--- src/imupm_pkg.sv ---
// Package of constants and types for the inertial sensor power mode manager.
// Assumes a 100 MHz system clock; all register offsets and field layouts live here.
package imupm_pkg;

  // Clock and internal sample rates
  localparam int CLK_HZ       = 100_000_000;
  localparam int GYR_RATE_HZ  = 6400;
  localparam int ACC_RATE_HZ  = 1600;
  localparam int ACC_PER_GYR  = GYR_RATE_HZ / ACC_RATE_HZ;
  localparam int GYR_TICK_CYC = CLK_HZ / GYR_RATE_HZ;

  // Timing figures and their cycle counts (longest times round down)
  localparam int POWERUP_MS    = 10;
  localparam int GYR_START_MS  = 10;
  localparam int WR_WAIT_US    = 400;
  localparam int POWERUP_CYC   = CLK_HZ / 1000 * POWERUP_MS;
  localparam int GYR_START_CYC = CLK_HZ / 1000 * GYR_START_MS;
  localparam int WR_WAIT_CYC   = CLK_HZ / 1_000_000 * WR_WAIT_US;
  localparam int SETTLE_SMP    = 2;   // Analog settling, in accel sample periods

  // Register offsets
  localparam logic [7:0] ADDR_PMU_STATUS   = 8'h03;
  localparam logic [7:0] ADDR_FIFO_READOUT = 8'h24;
  localparam logic [7:0] ADDR_ACCEL_OUTPUT_CONFIG     = 8'h40;
  localparam logic [7:0] ADDR_GYRO_OUTPUT_CONFIG     = 8'h42;
  localparam logic [7:0] ADDR_FIFO_DEC     = 8'h45;
  localparam logic [7:0] ADDR_PMU_CMD      = 8'h7E;

  // Reset values
  localparam logic [7:0] ACCEL_OUTPUT_CONFIG_RST = 8'h13;
  localparam logic [7:0] GYRO_OUTPUT_CONFIG_RST = 8'h15;
  localparam logic [7:0] FIFO_DEC_RST = 8'h00;

  // Output config fields: rate exponent, filter bandwidth, undersample bit
  localparam int ODR_LSB = 0;
  localparam int ODR_W   = 4;
  localparam int BW_LSB  = 4;
  localparam int BW_W    = 3;
  localparam int US_BIT  = 7;

  // FIFO decimation fields
  localparam int FDEC_ACC_LSB = 0;
  localparam int FDEC_GYR_LSB = 4;
  localparam int FDEC_W       = 3;

  // Mode command and status fields
  localparam int CMD_MODE_LSB   = 0;
  localparam int CMD_SEL_BIT    = 2;
  localparam int ST_READY_BIT   = 0;
  localparam int ST_GSTART_BIT  = 1;
  localparam int ST_GMODE_LSB   = 2;
  localparam int ST_AMODE_LSB   = 4;
  localparam int ST_FLIMIT_BIT  = 6;
  localparam int ST_BUSY_BIT    = 7;

  typedef enum logic [1:0] {
    PM_SUSPEND   = 2'b00,
    PM_NORMAL    = 2'b01,
    PM_LOWPOWER  = 2'b10,
    PM_FASTSTART = 2'b11
  } imupm_mode_t;

  typedef enum logic [1:0] {
    ST_POWERUP = 2'b00,
    ST_RUN     = 2'b01,
    ST_GSTART  = 2'b10
  } imupm_state_t;

  typedef struct packed {
    logic       wr;
    logic       rd;
    logic       burst;
    logic [7:0] addr;
    logic [7:0] wdata;
  } imupm_req_t;

  typedef struct packed {
    logic       valid;
    logic       refused;
    logic [7:0] data;
  } imupm_rsp_t;

  typedef struct packed {
    logic        acc_stb;
    logic        gyr_stb;
    logic [15:0] acc;
    logic [15:0] gyr;
  } imupm_frame_t;

endpackage : imupm_pkg

--- src/imupm_power_mode_manager.sv ---
// Power mode manager and output rate front end of an inertial sensor.
// Assumes a register request port fed by the serial host interface and raw
// samples from the sensing elements on the same clock.
`timescale 1ns/1ps
module imupm_power_mode_manager #(
  parameter int GYR_TICK_CYC  = imupm_pkg::GYR_TICK_CYC,
  parameter int POWERUP_CYC   = imupm_pkg::POWERUP_CYC,
  parameter int GYR_START_CYC = imupm_pkg::GYR_START_CYC,
  parameter int WR_WAIT_CYC   = imupm_pkg::WR_WAIT_CYC,
  parameter int SETTLE_SMP    = imupm_pkg::SETTLE_SMP
) (
  input  wire logic                   clk_sys_in,       // System clock
  input  wire logic                   rst_in,           // Async reset, active high
  input  wire imupm_pkg::imupm_req_t  req_in,           // Register request
  input  wire logic [15:0]            acc_raw_in,       // Raw accel sample
  input  wire logic [15:0]            gyr_raw_in,       // Raw gyro sample
  output imupm_pkg::imupm_rsp_t       rsp_out,          // Register answer
  output imupm_pkg::imupm_frame_t     data_out,         // Output data registers
  output imupm_pkg::imupm_frame_t     fifo_out,         // Decimated frames
  output logic [23:0]                 sensor_time_out,  // Sensor time base
  output imupm_pkg::imupm_mode_t      acc_mode_out,     // Accel power mode
  output imupm_pkg::imupm_mode_t      gyr_mode_out,     // Gyro power mode
  output logic                        ready_out,        // Power-up complete
  output logic                        busy_out,         // Post-write wait
  output logic                        acc_sense_en_out, // Accel element on
  output logic                        gyr_sense_en_out, // Gyro sense on
  output logic                        gyr_drive_en_out  // Gyro drive on
);

  // Elaboration check
  if (GYR_TICK_CYC < 1 || POWERUP_CYC < 1 || GYR_START_CYC < 1 || WR_WAIT_CYC < 1
      || SETTLE_SMP < 0 || SETTLE_SMP > 1000) begin : g_bad_param
    $error("imupm: timing parameter out of range");
  end

  // Power of two for rate and averaging exponents
  function automatic logic [15:0] pow2(input logic [3:0] e);
    pow2 = 16'h0001 << e;
  endfunction : pow2

  // First order low pass, bandwidth set by shift
  function automatic logic [15:0] lpf(input logic signed [15:0] y,
                                      input logic signed [15:0] x,
                                      input logic [2:0]         bw);
    logic signed [16:0] diff;
    diff = 17'(x) - 17'(y);
    lpf = 16'(17'(y) + (diff >>> bw));
  endfunction : lpf

  localparam logic [16:0] SETTLE = 17'(SETTLE_SMP);

  imupm_pkg::imupm_state_t state_q;
  imupm_pkg::imupm_mode_t  acc_mode_q, gyr_mode_q, cmd_mode;
  imupm_pkg::imupm_rsp_t   rsp_q;
  imupm_pkg::imupm_frame_t data_q, fifo_q;
  logic [31:0] cnt_q, wait_q, gdiv_q;
  logic [23:0] sensor_time_q;
  logic [15:0] acc_ph_q, gyr_ph_q, acc_flt_q, gyr_flt_q, facc_q, fgyr_q;
  logic [15:0] acc_dec, acc_avg, gyr_dec, acc_nxt, gyr_nxt, facc_m, fgyr_m;
  logic [7:0]  accel_output_config_q, gyro_output_config_q, fdec_q, fifo_byte_q, rd_mux;
  logic [1:0]  gsub_q;
  logic        ready_q, busy_q, acc_sense_q, gyr_sense_q, gyr_drive_q;
  logic        gtick, atick, asleep, open, wr_ok, rd_ok, rd_hit, wr_hit;
  logic        cmd_ok, cmd_gyr, cmd_legal, acc_run, gyr_run;
  logic        acc_lp, accel_undersample_enable, acc_take, acc_duty, acc_wake, acc_last, gyr_last;

  // fixed sample ticks, accel derived from gyro so both stay aligned
  always_ff @(posedge clk_sys_in or posedge rst_in) begin
    if (rst_in) begin
      gdiv_q <= 32'h00000000;
      gsub_q <= 2'h0;
    end else if (gdiv_q == 32'(GYR_TICK_CYC - 1)) begin
      gdiv_q <= 32'h00000000;
      gsub_q <= (gsub_q == 2'(imupm_pkg::ACC_PER_GYR - 1)) ? 2'h0 : gsub_q + 2'h1;
    end else begin
      gdiv_q <= gdiv_q + 32'h00000001;
    end
  end

  assign gtick = gdiv_q == 32'(GYR_TICK_CYC - 1);
  assign atick = gtick && gsub_q == 2'(imupm_pkg::ACC_PER_GYR - 1);

  // time base steps on the same edge that updates data; runs in every mode
  always_ff @(posedge clk_sys_in or posedge rst_in) begin
    if (rst_in) begin
      sensor_time_q <= 24'h000000;
    end else if (gtick) begin
      sensor_time_q <= sensor_time_q + 24'h000001;
    end
  end

  // Host access gating while gyro is suspended and accel is suspended or in low power
  always_comb begin
    asleep  = gyr_mode_q == imupm_pkg::PM_SUSPEND && acc_mode_q != imupm_pkg::PM_NORMAL;
    open    = state_q != imupm_pkg::ST_POWERUP && wait_q == 32'h00000000;
    wr_ok   = req_in.wr && !req_in.rd && open && !(asleep && req_in.burst);
    rd_ok   = req_in.rd && open && !(asleep && req_in.addr == imupm_pkg::ADDR_FIFO_READOUT);
    cmd_gyr = req_in.wdata[imupm_pkg::CMD_SEL_BIT];
    cmd_mode = imupm_pkg::imupm_mode_t'(req_in.wdata[imupm_pkg::CMD_MODE_LSB +: 2]);
    cmd_ok  = wr_ok && req_in.addr == imupm_pkg::ADDR_PMU_CMD && state_q == imupm_pkg::ST_RUN;
    // accel low power only beside gyro suspend; ignores rate setting
    if (cmd_gyr) begin
      cmd_legal = cmd_mode != imupm_pkg::PM_LOWPOWER
                  && (acc_mode_q != imupm_pkg::PM_LOWPOWER || cmd_mode == imupm_pkg::PM_SUSPEND);
    end else begin
      cmd_legal = cmd_mode != imupm_pkg::PM_FASTSTART
                  && (cmd_mode != imupm_pkg::PM_LOWPOWER || gyr_mode_q == imupm_pkg::PM_SUSPEND);
    end
  end

  // power-up then mode sequencing; one sensor per accepted command
  always_ff @(posedge clk_sys_in or posedge rst_in) begin
    if (rst_in) begin
      state_q    <= imupm_pkg::ST_POWERUP;
      cnt_q      <= 32'h00000000;
      acc_mode_q <= imupm_pkg::PM_SUSPEND;
      gyr_mode_q <= imupm_pkg::PM_SUSPEND;
      ready_q    <= 1'b0;
    end else begin
      case (state_q)
        imupm_pkg::ST_POWERUP: begin
          if (cnt_q == 32'(POWERUP_CYC - 1)) begin
            state_q <= imupm_pkg::ST_RUN;
            cnt_q   <= 32'h00000000;
            ready_q <= 1'b1;
          end else begin
            cnt_q <= cnt_q + 32'h00000001;
          end
        end
        imupm_pkg::ST_RUN: begin
          if (cmd_ok && cmd_legal) begin
            if (!cmd_gyr) begin
              acc_mode_q <= cmd_mode;
            end else if (cmd_mode == imupm_pkg::PM_NORMAL && gyr_mode_q != imupm_pkg::PM_NORMAL) begin
              state_q <= imupm_pkg::ST_GSTART;
            end else begin
              gyr_mode_q <= cmd_mode;
            end
          end
        end
        imupm_pkg::ST_GSTART: begin
          // gyro wake bounded by the start-up count
          if (cnt_q == 32'(GYR_START_CYC - 1)) begin
            state_q    <= imupm_pkg::ST_RUN;
            cnt_q      <= 32'h00000000;
            gyr_mode_q <= imupm_pkg::PM_NORMAL;
          end else begin
            cnt_q <= cnt_q + 32'h00000001;
          end
        end
        default: state_q <= imupm_pkg::ST_POWERUP;
      endcase
    end
  end

  // hold off the host after each write while asleep
  always_ff @(posedge clk_sys_in or posedge rst_in) begin
    if (rst_in) begin
      wait_q <= 32'h00000000;
      busy_q <= 1'b0;
    end else if (wr_ok && asleep) begin
      wait_q <= 32'(WR_WAIT_CYC);
      busy_q <= 1'b1;
    end else if (wait_q != 32'h00000000) begin
      wait_q <= wait_q - 32'h00000001;
      busy_q <= wait_q != 32'h00000001;
    end
  end

  // Configuration registers
  always_ff @(posedge clk_sys_in or posedge rst_in) begin
    if (rst_in) begin
      accel_output_config_q <= imupm_pkg::ACCEL_OUTPUT_CONFIG_RST;
      gyro_output_config_q <= imupm_pkg::GYRO_OUTPUT_CONFIG_RST;
      fdec_q     <= imupm_pkg::FIFO_DEC_RST;
    end else if (wr_ok) begin
      if (req_in.addr == imupm_pkg::ADDR_ACCEL_OUTPUT_CONFIG) begin
        accel_output_config_q <= req_in.wdata;
      end else if (req_in.addr == imupm_pkg::ADDR_GYRO_OUTPUT_CONFIG) begin
        gyro_output_config_q <= req_in.wdata;
      end else if (req_in.addr == imupm_pkg::ADDR_FIFO_DEC) begin
        fdec_q <= req_in.wdata;
      end
    end
  end

  // Read decode and write hit
  always_comb begin
    rd_hit = 1'b1;
    rd_mux = 8'h00;
    if (req_in.addr == imupm_pkg::ADDR_PMU_STATUS) begin
      rd_mux[imupm_pkg::ST_READY_BIT]       = ready_q;
      rd_mux[imupm_pkg::ST_GSTART_BIT]      = state_q == imupm_pkg::ST_GSTART;
      rd_mux[imupm_pkg::ST_GMODE_LSB +: 2]  = gyr_mode_q;
      rd_mux[imupm_pkg::ST_AMODE_LSB +: 2]  = acc_mode_q;
      rd_mux[imupm_pkg::ST_FLIMIT_BIT]      = acc_mode_q == imupm_pkg::PM_LOWPOWER;
      rd_mux[imupm_pkg::ST_BUSY_BIT]        = busy_q;
    end else if (req_in.addr == imupm_pkg::ADDR_FIFO_READOUT) begin
      rd_mux = fifo_byte_q;
    end else if (req_in.addr == imupm_pkg::ADDR_ACCEL_OUTPUT_CONFIG) begin
      rd_mux = accel_output_config_q;
    end else if (req_in.addr == imupm_pkg::ADDR_GYRO_OUTPUT_CONFIG) begin
      rd_mux = gyro_output_config_q;
    end else if (req_in.addr == imupm_pkg::ADDR_FIFO_DEC) begin
      rd_mux = fdec_q;
    end else begin
      rd_hit = 1'b0;
    end
    wr_hit = req_in.addr == imupm_pkg::ADDR_ACCEL_OUTPUT_CONFIG || req_in.addr == imupm_pkg::ADDR_GYRO_OUTPUT_CONFIG
             || req_in.addr == imupm_pkg::ADDR_FIFO_DEC || (cmd_ok && cmd_legal);
  end

  // Every request answered one cycle later, refused ones flagged
  always_ff @(posedge clk_sys_in or posedge rst_in) begin
    if (rst_in) begin
      rsp_q <= '0;
    end else begin
      rsp_q.valid   <= req_in.rd || req_in.wr;
      rsp_q.refused <= req_in.rd ? !(rd_ok && rd_hit) : (req_in.wr && !(wr_ok && wr_hit));
      rsp_q.data    <= (rd_ok && rd_hit) ? rd_mux : 8'h00;
    end
  end

  // Sampling schedule per sensor
  always_comb begin
    acc_dec  = pow2(accel_output_config_q[imupm_pkg::ODR_LSB +: imupm_pkg::ODR_W]);
    acc_avg  = pow2({1'b0, accel_output_config_q[imupm_pkg::BW_LSB +: imupm_pkg::BW_W]});
    gyr_dec  = pow2(gyro_output_config_q[imupm_pkg::ODR_LSB +: imupm_pkg::ODR_W]);
    acc_lp   = acc_mode_q == imupm_pkg::PM_LOWPOWER;
    acc_run  = acc_mode_q != imupm_pkg::PM_SUSPEND;
    // no gyro acquisition outside normal mode
    gyr_run  = gyr_mode_q == imupm_pkg::PM_NORMAL;
    // low power reuses the undersampled schedule
    accel_undersample_enable   = accel_output_config_q[imupm_pkg::US_BIT] || acc_lp;
    acc_take = !accel_undersample_enable || ({1'b0, acc_ph_q} + {1'b0, acc_avg} >= {1'b0, acc_dec});
    // gap too short to sleep keeps the element on
    acc_duty = acc_lp && ({1'b0, acc_dec} > {1'b0, acc_avg} + SETTLE);
    // awake for settling plus the averaged samples
    acc_wake = !acc_duty || ({1'b0, acc_ph_q} + {1'b0, acc_avg} + SETTLE >= {1'b0, acc_dec});
    acc_last = {1'b0, acc_ph_q} + 17'h00001 >= {1'b0, acc_dec};
    gyr_last = {1'b0, gyr_ph_q} + 17'h00001 >= {1'b0, gyr_dec};
    acc_nxt  = acc_take ? lpf(acc_flt_q, acc_raw_in, accel_output_config_q[imupm_pkg::BW_LSB +: imupm_pkg::BW_W])
                        : acc_flt_q;
    gyr_nxt  = lpf(gyr_flt_q, gyr_raw_in, gyro_output_config_q[imupm_pkg::BW_LSB +: imupm_pkg::BW_W]);
  end

  // filter and decimate to the output rate; holds data when stopped
  always_ff @(posedge clk_sys_in or posedge rst_in) begin
    if (rst_in) begin
      acc_ph_q  <= 16'h0000;
      gyr_ph_q  <= 16'h0000;
      acc_flt_q <= 16'h0000;
      gyr_flt_q <= 16'h0000;
      data_q    <= '0;
    end else begin
      data_q.acc_stb <= 1'b0;
      data_q.gyr_stb <= 1'b0;
      if (atick && acc_run) begin
        acc_flt_q <= acc_nxt;
        acc_ph_q  <= acc_last ? 16'h0000 : acc_ph_q + 16'h0001;
        if (acc_last) begin
          data_q.acc     <= acc_nxt;
          data_q.acc_stb <= 1'b1;
        end
      end
      if (gtick && gyr_run) begin
        gyr_flt_q <= gyr_nxt;
        gyr_ph_q  <= gyr_last ? 16'h0000 : gyr_ph_q + 16'h0001;
        if (gyr_last) begin
          data_q.gyr     <= gyr_nxt;
          data_q.gyr_stb <= 1'b1;
        end
      end
    end
  end

  assign facc_m = pow2({1'b0, fdec_q[imupm_pkg::FDEC_ACC_LSB +: imupm_pkg::FDEC_W]}) - 16'h0001;
  assign fgyr_m = pow2({1'b0, fdec_q[imupm_pkg::FDEC_GYR_LSB +: imupm_pkg::FDEC_W]}) - 16'h0001;

  // pass one frame in each decimation group, drop the rest whole
  always_ff @(posedge clk_sys_in or posedge rst_in) begin
    if (rst_in) begin
      facc_q      <= 16'h0000;
      fgyr_q      <= 16'h0000;
      fifo_q      <= '0;
      fifo_byte_q <= 8'h00;
    end else begin
      fifo_q.acc_stb <= data_q.acc_stb && facc_q == 16'h0000;
      fifo_q.gyr_stb <= data_q.gyr_stb && fgyr_q == 16'h0000;
      if (data_q.acc_stb) begin
        facc_q <= (facc_q + 16'h0001) & facc_m;
        if (facc_q == 16'h0000) begin
          fifo_q.acc  <= data_q.acc;
          fifo_byte_q <= data_q.acc[7:0];
        end
      end
      if (data_q.gyr_stb) begin
        fgyr_q <= (fgyr_q + 16'h0001) & fgyr_m;
        if (fgyr_q == 16'h0000) begin
          fifo_q.gyr <= data_q.gyr;
        end
      end
    end
  end

  // element enables follow modes, drive stays up in fast start
  always_ff @(posedge clk_sys_in or posedge rst_in) begin
    if (rst_in) begin
      acc_sense_q <= 1'b0;
      gyr_sense_q <= 1'b0;
      gyr_drive_q <= 1'b0;
    end else begin
      acc_sense_q <= acc_run && acc_wake;
      gyr_sense_q <= gyr_run;
      gyr_drive_q <= gyr_run || gyr_mode_q == imupm_pkg::PM_FASTSTART;
    end
  end

  assign rsp_out          = rsp_q;
  assign data_out         = data_q;
  assign fifo_out         = fifo_q;
  assign sensor_time_out  = sensor_time_q;
  assign acc_mode_out     = acc_mode_q;
  assign gyr_mode_out     = gyr_mode_q;
  assign ready_out        = ready_q;
  assign busy_out         = busy_q;
  assign acc_sense_en_out = acc_sense_q;
  assign gyr_sense_en_out = gyr_sense_q;
  assign gyr_drive_en_out = gyr_drive_q;
endmodule : imupm_power_mode_manager

--- config.mk ---
export PLATFORM = sky130hd
export DESIGN_NAME = imupm_power_mode_manager
export DESIGN_NICKNAME = d
export VERILOG_FILES = /design/src/imupm_pkg.sv /design/src/imupm_power_mode_manager.sv
export SDC_FILE = /design/constraint.sdc
export NUM_CORES = 1
export LEC_CHECK = 0
export BUFFER_PORTS_ARGS = -buffer_cell sky130_fd_sc_hd__buf_2
export CAP_MARGIN = 40
export CORE_AREA = 2 2 190 192
export CTS_CLUSTER_SIZE = 25
export DETAILED_ROUTE_END_ITERATION = 8
export DIE_AREA = 0 0 192 194
export GPL_ROUTABILITY_DRIVEN = 1
export PLACE_DENSITY = 0.92
export SLEW_MARGIN = 5
export SYNTH_ARGS = -nofsm -noshare
export SYNTH_HDL_FRONTEND = slang
export SYNTH_SLANG_ARGS = --single-unit
--- constraint.sdc ---
create_clock -name clk_sys_in -period 14.1 [get_ports clk_sys_in]
set_input_delay 1.41 -clock clk_sys_in [delete_from_list [all_inputs] [get_ports clk_sys_in]]
set_output_delay 1.41 -clock clk_sys_in [all_outputs]
set_load 0.01 [all_outputs]
# Word level (Yosys, flattened, before mapping)

Cells that the tools add are included.

Flip-flop bits (word level): 339
Word-level logic and storage cells: 200

Add/subtract/negate cells: 20
Order comparisons: 5
Equal/unequal tests: 27
Shift-type cells: 7
Muxes and demuxes: 36
Bitwise operators: 5
Reduce and logical (&&, ||, !) cells: 66

Operator list:

| cell                    | count |
|---|---|
| $mux W32                | 4 |
| $ge A17 B16 Y1          | 4 |
| $add A16 B1 Y16 const B | 4 |
| $add A32 B1 Y32 const B | 2 |
| $mux W16                | 3 |
| $mux W8                 | 6 |
| $shl A1 B3 Y16 const A  | 3 |
| $add A16 B1 Y17 const B | 2 |
| $sshr A17 B3 Y16        | 2 |
| $sub A16 B16 Y17        | 2 |
| $add A16 B16 Y16        | 2 |
| $and A16 B16 Y16        | 2 |
| $eq A32 B14 Y1 const B  | 1 |
| $eq A32 B20 Y1 const B  | 1 |
| $eq A8 B7 Y1 const B    | 4 |
| $logic_not A16 Y1       | 2 |
| $logic_not A32 Y1       | 1 |
| $ne A32 B1 Y1 const B   | 1 |
| $reduce_bool A32 Y1     | 1 |
| $shl A1 B4 Y16 const A  | 2 |
| $sub A16 B1 Y16 const B | 2 |
| $sub A32 B1 Y32 const B | 1 |
| $logic_and A1 B1 Y1     | 26 |
| $add A24 B1 Y24 const B | 1 |
| other kinds (24)        | 87 |

# Depth between registers and ports, before layout

Gate-level depths: netlist of the first run.

Word-level depth: 13
Gate-level depth with buffers: 23
Depth with buffers taken out: 23

# Worst setup path after synthesis of the first run

Ideal clock, no wire load.

Path type: input to register
Start point: in acc_raw_in[0]
End point: reg data_q (netlist bit data_out[31])
Data arrival time: 5.782 ns
Required time: 13.972 ns
Setup slack: 8.190 ns
Cell stages on the path: 22
Buffers on the path: 0
Cells stage by stage: inv_1 ha_1 inv_1 fa_1 a211oi_1 o21bai_1 a21oi_1 o21ai_0 a41oi_1 xnor2_1 mux2_2 mux4_2 ha_1 nor4_1 o21ai_0 a31oi_1 o31ai_1 o41ai_1 nor3_1 o22a_1 a311oi_1 nand2_1

Word-level cells in the longest chain between the ends: 4

Ends and longest elaborated chain:

| what               | RTL line                        | source |
|---|---|---|
| start: declaration | imupm_power_mode_manager.sv:15  | `input wire logic [15:0] acc_raw_in,` |
| $sub A16 B16 Y17   | imupm_power_mode_manager.sv:46  | `diff = 17'(x) - 17'(y);` |
| $sshr A17 B3 Y16   | imupm_power_mode_manager.sv:47  | `lpf = 16'(17'(y) + (diff >>> bw));` |
| $add A16 B16 Y16   | imupm_power_mode_manager.sv:47  |  |
| $mux W16           | imupm_power_mode_manager.sv:242 | `acc_nxt = acc_take ? lpf(acc_flt_q, acc_raw_in, accel_output_config_q[imupm_pkg::BW_LSB +: imupm_pkg::BW_W])` |
| end: declaration   | imupm_power_mode_manager.sv:55  | `imupm_pkg::imupm_frame_t data_q, fifo_q;` |

Every way passes these cells.
A chain may end at the register's enable or synchronous reset.

# Worst setup path after layout of the first run

Start point: in acc_raw_in[1]
End point: reg data_q (netlist bit data_out[31])

The elaborated chain is that of the path after synthesis.

==> results of run 1 <==
[through the flow]
stage | utilization (%) | cell area (um2)
finish | 68.6 | 24200
global placement | 64.7 | 22800
floorplan | - | 21600
global route | 68.6 | 24200
detailed placement | 65.0 | 22900
CTS | 68.5 | 24100
[power by group]
group | switching [uW] | internal [uW]
logic | 104 | 64.6
clock network | 422 | 566
registers | 1.59 | 952
[worst reg2reg max path, delay by kind of cell, from the launching register on]
family	cells	cell delay, ns
AO/OA/AOI/OAI	7	1.72
AND/OR/NAND/NOR	7	2.08
buffers and inverters	1	0.07
XOR/XNOR	2	0.67
flip-flops	1	0.73
adder cells (fa/ha/maj)	3	1.01
[final cells by class]
| cell class | instances | area, um2 | share of cell area [%] |
|---|---|---|---|
| Tap cell | 461 | 577 | 2.39 |
| Multi-Input combinational cell | 1880 | 12500 | 51.9 |
| Inverter | 124 | 473 | 1.96 |
| Clock buffer | 51 | 1050 | 4.34 |
| Sequential cell | 331 | 8290 | 34.3 |
| Antenna cell | 4 | 10.0 | 0.0414 |
| Clock inverter | 15 | 189 | 0.782 |
| Timing Repair Buffer | 180 | 1030 | 4.25 |
[cells in the mapped netlist (11+ instances only)]
master and number:
a211oi_1 12, inv_1 123, xor2_1 83, nand4_1 43, nor4b_1 11, nor4_1 23, and3_1 52, o21ai_0 170
a21oi_1 101, o211ai_1 15, a21o_1 28, mux2_2 47, o31ai_1 16, nor2b_1 41, or3_1 24, nand2_1 340
clkbuf_1 65, o21a_1 22, nand3_1 101, nor2_1 166, dfrtp_1 325, mux2i_1 52, nor3_1 58, ha_1 160
nand2b_1 19, xnor2_1 132, and2_1 14
[logic make-up (layout without fill, tap and decap cells)]
logic type	Yosys count	in the layout	share of synthesized area [%]
buffers and inverters	200	370	3.54
AND/OR/NAND/NOR	939	939	21.1
XOR/XNOR	215	215	8.72
adder cells (fa/ha/maj)	165	165	9.74
other	1	5	0.0174
multiplexers	104	104	5.30
AO/OA/AOI/OAI	456	456	13.1
flip-flops	331	331	38.4
[state kept, by name (all words and copies together) (netlist names), 16 cells and up]
signal	cells
fifo_out	34
gyr_flt_q	16
gdiv_q	32
acc_flt_q	16
fgyr_q	16
acc_ph_q	16
data_out	34
facc_q	16
gyr_ph_q	16
cnt_q	32
wait_q	32
sensor_time_out	24
[layer usage]
metal | vias to the layer above | GRT usage [%] | wire length (um)
met5 | - | 0 | 13
met4 | 2 | 15.5 | 3060
met3 | 234 | 5.34 | 4210
met2 | 931 | 52.6 | 28500
met1 | 9265 | 40.3 | 23500
li1 | 8790 | - | -
[path summary, 6_finish.rpt]
check | from | end | slack [ns]
hold reg to reg | fifo_out[1]$_DFFE_PP0P_ | fifo_out[1]$_DFFE_PP0P_ | 0.47
setup reg to reg | accel_output_config_q[6]$_DFFE_PP0P_ | acc_sense_en_out$_DFF_PP0_ | 7.70
min in group asynchronous | rst_in | rsp_out[6]$_DFF_PP0_ | 0.88
setup / recovery | acc_raw_in[1] | data_out[31]$_DFFE_PP0P_ | 7.69
max in group asynchronous | rst_in | acc_ph_q[9]$_DFFE_PP0P_ | 11.83
hold / removal | fifo_out[1]$_DFFE_PP0P_ | fifo_out[1]$_DFFE_PP0P_ | 0.47
==> impl_metrics.tcl, run 1 <==
set metrics [dict create \
    cts_buffers 37 \
    power_uw 2110 \
    min_path_type "reg2reg" \
    synthesis.nets 2629 \
    synth_cell_type_count 82 \
    arrival_ns 6.85 \
    synth_enable_flop_cells 0 \
    max_stage_delay_ns 0.71 \
    dp.cells 2976 \
    yosysTopAreaCell "dfrtp_1" \
    clkSinkCount 331 \
    grt_pass1_wl_um 95300 \
    synth_area_mm2 0.0216 \
    grt_antenna_before_repair 5 \
    rsz0062_at_grt "false" \
    instances_no_fill 3046 \
    synth_top_area_share_pct 37.7 \
    path_buf_inv 1 \
    hold_depth 2 \
    place.detailed.hpwl_um 42200 \
    yosys_warnings 0 \
    worstSetupPathType "in2reg" \
    track_usage_pct 31.7 \
    holdBufCountCts 0 \
    core.rowCount 69 \
    cts_max_path_buffers 3 \
    cts_resized 0 \
    cp_num_cells 20 \
    drive_above_1_share_pct 12.4 \
    wire_per_inst_um 19.5 \
    post_cts_buffers 0 \
    yosys_most_used_dff "dfrtp_1" \
    post-place-ws_ns 7.36 \
    fin_crit_ns 6.41 \
    detail-route-antenna-nets 0 \
    final_common_cell "nand2_1" \
    drt_iter0_markers 1977 \
    synth_area_leaders "dfrtp_1 38%, ha_1 9.3%, nand2_1 5.9%" \
    ys_seq_area_share_pct 38.4 \
    die_h_um 194 \
    cp-start-kind "primary input" \
    ctsRootBufferMaster "clkbuf_16" \
    die_x_um 192 \
    tritoncts "done" \
    finClkSkew_ns 0.0352 \
    tns_ns 0 \
    worstSkewPairLatency_ns 0.58 \
    maxCapViolCount 0 \
    coreArea_mm2 0.0352 \
    grt_max_degree 195 \
    vias 19200 \
    clkTransAtPathRegs_ns 0.06 \
    setup_ws_ns 7.69 \
    crit_path_end_kind "flop" \
    ys_seq_elements 331 \
    grt_pass1_vias 18700 \
    ir_drop_v 0.000102 \
    ios 164 \
    port_buffers 163 \
    drc 0 \
    detail_route.first_pass.iterations 8 \
    grt_overflow 0 \
    routed_via_density 6.31 \
    holdWs_ns 0.471 \
    syn_inst 2411 \
    required_ns 14.53 \
    postSynthAreaPerCell_um2 8.95 \
    die_area_mm2 0.0372 \
    period_share_pct 45.5 \
    area_growth_syn_to_layout_pct 11.9 \
    start_util_pct 61.3 \
    drv_slew 0 \
    tightest_slew_ns 1.04 \
    place.gp.congestion 0.991 \
    routed_wl_um 59300 \
    async_reset_ff_share_pct 100 \
    outcome "completed" \
    p_leak_uw 0.0119 \
    worstPathMaxFanout 6 \
    htreeDepth 2 \
    final_cell_mix "340 x nand2_1, 325 x dfrtp_1, 170 x o21ai_0" \
    crit_chain "buf_2 > ha_1 > nor2b_1 > o31a_1 > o41ai_1 > and2_1 > xnor2_1 > mux2_2 > mux2i_1 > a211oi_1 > ha_1 > a211oi_1 > o21ai_0 > a31oi_1 > o31ai_1 > o41ai_1 > nor3_1 > o22a_1 > a311oi_1 > nand2_1" \
    fill_cells 2535 \
    cp_slowest_cell "o41ai_1" \
    relSlewSlack_pct 30.4 \
    power_density_mw_per_mm2 87.3 \
    hold_violations 0 \
    worst-r2r-cell-count 20 \
    crit_family "compound AO/OA/AOI/OAI gates" \
    setup_violations 0 \
    nets 2772 \
    fmax_ghz 0.156 \
]
(Power assumes the default switching activity.)
==> inputs of run 2 (changes only) <==
--- a/config.mk
+++ b/config.mk
@@ -5,14 +5,15 @@
 export SDC_FILE = /design/constraint.sdc
 export NUM_CORES = 1
 export LEC_CHECK = 0
+export ABC_AREA = 1
 export BUFFER_PORTS_ARGS = -buffer_cell sky130_fd_sc_hd__buf_2
 export CAP_MARGIN = 40
-export CORE_AREA = 2 2 190 192
+export CORE_AREA = 2 2 206 208
 export CTS_CLUSTER_SIZE = 25
 export DETAILED_ROUTE_END_ITERATION = 8
-export DIE_AREA = 0 0 192 194
+export DIE_AREA = 0 0 208 210
 export GPL_ROUTABILITY_DRIVEN = 1
-export PLACE_DENSITY = 0.92
+export PLACE_DENSITY = 0.88
 export SLEW_MARGIN = 5
 export SYNTH_ARGS = -nofsm -noshare
 export SYNTH_HDL_FRONTEND = slang
==> constraint.sdc (replaced) <==
create_clock -name clk_sys_in -period 5.3 [get_ports clk_sys_in]
set_input_delay 0.53 -clock clk_sys_in [delete_from_list [all_inputs] [get_ports clk_sys_in]]
set_output_delay 0.53 -clock clk_sys_in [all_outputs]
set_load 0.01 [all_outputs]
==> run 2 against run 1 <==
Against the previous run:
- core utilization is 7.2 points lower
- worst setup slack worse by 7.2 ns
- routed wire length decreased by 5.9%
- global-route usage shrank 6.5 points
- critical path type is now reg2reg
- cell count is 23% higher
- hold slack worse by 0.44 ns
- synthesized area up 5.9%
- critical path depth grew 3
==> impl_metrics.tcl, run 2 <==
set metrics [dict create \
    detail-route-antenna-nets 0 \
    outcome "completed" \
    place.detailed.hpwl_um 42200 \
    port_buffers 163 \
    synthTopCellsByCount "693 x nand2_1, 433 x inv_1, 325 x dfrtp_1" \
    drc 0 \
    grt_util_met1_pct 33.9 \
    path_common_cell "nor2_1" \
    syn_inst 3019 \
    worstSetupPathType "reg2reg" \
    clkTransAtPathRegs_ns 0.06 \
    ir_drop_v 0.000158 \
    yosys_warnings 0 \
    hold_violations 0 \
    routed_via_density 5.49 \
    synthesis.nets 3237 \
    cp-start-kind "flop" \
    final_cell_mix "693 x nand2_1, 432 x inv_1, 325 x dfrtp_1" \
    synth_cell_type_count 69 \
    postSynthAreaPerCell_um2 7.57 \
    holdWs_ns 0.0285 \
    grt_util_met3_pct 3.58 \
    vias 20500 \
    power_uw 5510 \
    grt_pass1_wl_um 92300 \
    dp.cells 3670 \
    ys_seq_area_share_pct 36.3 \
    ctsRootBufferMaster "clkbuf_16" \
    tightest_slew_ns 0.838 \
    maxCapViolCount 0 \
    worstPathMaxFanout 29 \
    drive_above_1_share_pct 11.4 \
    worstSkewPairLatency_ns 0.56 \
    max_stage_delay_ns 0.73 \
    grt_busiest_layer "met2" \
    relSlewSlack_pct 44.0 \
    yosysMostFrequentCell "nand2_1" \
    place.gp.congestion 0.949 \
    synth_area_leaders "dfrtp_1 36%, nand2_1 11%, ha_1 8.8%" \
    yosysTopAreaCell "dfrtp_1" \
    period_share_pct 90.6 \
    wire_per_inst_um 14.9 \
    tns_ns 0 \
    ios 164 \
    core.rowCount 75 \
    min_path_type "in2async" \
    setup_violations 0 \
    yosys_most_used_dff "dfrtp_1" \
    drt_iter0_markers 1482 \
    crit_path_end_kind "flop" \
    area_growth_syn_to_layout_pct 11.3 \
    finClkSkew_ns 0.0203 \
    holdBufCountCts 0 \
    async_reset_ff_share_pct 100 \
    nets 3389 \
    final_common_cell "nand2_1" \
    clkSinkCount 331 \
    detail_route.first_pass.iterations 6 \
    power_density_mw_per_mm2 217 \
    grt_max_degree 130 \
    required_ns 5.73 \
    post_cts_buffers 0 \
    synth_top_area_share_pct 35.6 \
    ys_seq_elements 331 \
    coreArea_mm2 0.0415 \
    drv_slew 0 \
    fill_cells 3547 \
    cts_resized 0 \
    start_util_pct 55.1 \
    track_usage_pct 25.2 \
    grt_overflow 0 \
    crit_start "accel_output_config_q[4]$_DFFE_PP1P_" \
    die_h_um 210 \
    cp_slowest_cell "dfstp_2" \
    num_antenna_cells 0 \
    crit_chain "inv_1 > nor2_1 > inv_1 > nor2_1 > inv_1 > fa_1 > nand3b_1 > nor2_1 > nor2_2 > o21ai_2 > nand3_2 > xor2_1 > ha_1 > a21oi_1 > nor2_1 > a211oi_1 > a21oi_1 > o21ai_0 > nand2_1 > buf_4 > or2_1 > o21ai_1 > o21ai_1" \
    synth_area_mm2 0.0229 \
    final_core_util_pct 61.3 \
    synth_enable_flop_cells 0 \
    fin_crit_ns 4.80 \
    grt_pass1_vias 19200 \
    die_area_mm2 0.0437 \
    grt_antenna_before_repair 0 \
    cts_buffers 37 \
    routed_wl_um 55800 \
    p_leak_uw 0.0133 \
    rsz0062_at_grt "false" \
    die_x_um 208 \
    cts_max_path_buffers 3 \
    arrival_ns 5.23 \
    r2r_start "accel_output_config_q[4]$_DFFE_PP1P_" \
    tritoncts "done" \
    gr-usage-met2_pct 41.8 \
    htreeDepth 2 \
    instances_no_fill 3738 \
    fmax_ghz 0.208 \
]
## run 2: final timing paths
kind	slack [ns]	end	cells past startpoint
min in group clk_sys_in	0.16	rsp_out[9]$_DFF_PP0_	3
worst max-delay path	0.50	data_out[16]$_DFFE_PP0P_	23
max in group asynchronous	4.13	wait_q[31]$_DFFE_PP0P_	3
worst min register to register	0.47	gdiv_q[0]$_DFF_PP0_	1
worst max register to register	0.50	data_out[16]$_DFFE_PP0P_	23
worst min-delay path	0.03	gyr_ph_q[15]$_DFFE_PP0P_	2
## run 2: cell type report
class	instances	area (um2)	share of cell area (%)
timing repair buffer	174	921	3.62
inverter	467	1760	6.91
multi-input combinational	2160	12500	49.3
sequential	331	8290	32.6
tap	539	674	2.65
clock inverter	19	206	0.811
clock buffer	48	1050	4.12
## run 2: routing by layer
metal	wire length (um)	vias to the layer above	part of all wire, %
li1	-	10200	-
met1	24500	9557	44
met2	26300	646	47
met3	3320	117	6.0
met4	1590	0	2.9
met5	0	-	0
## run 2: critical path: cells and delay by family, from the launching register on
| kind | cells | cell delay [ns] |
|---|---|---|
| compound gates | 7 | 1.07 |
| xor+xnor | 1 | 0.32 |
| buf+inv | 4 | 0.51 |
| simple gates | 9 | 1.28 |
| flops | 1 | 0.73 |
| fa+ha+maj | 2 | 0.74 |
## run 2: report_power, final
| part | switching, uW | total (uW) | internal [uW] |
|---|---|---|---|
| Combinational | 223 | 336 | 113 |
| Clock | 1090 | 2650 | 1560 |
| Sequential | 0.340 | 2530 | 2530 |
## run 2: cells by family after synthesis
family          share of synthesized area (%)
simple gates                             26.6
compound gates                           11.5
flops                                    36.3
buf+inv                                  8.89
other cells                            0.0164
xor+xnor                                 7.02
fa+ha+maj                                9.19
mux                                     0.525
## run 2: through the flow
step / setup WS, ns / instance area [um2]
2_1_floorplan: 0.354 / 22900
3_3_place_gp: 0.636 / 24200
3_5_place_dp: 0.532 / 24200
4_1_cts: 0.515 / 25400
5_1_grt: 0.102 / 25400
6_report: 0.500 / 25400
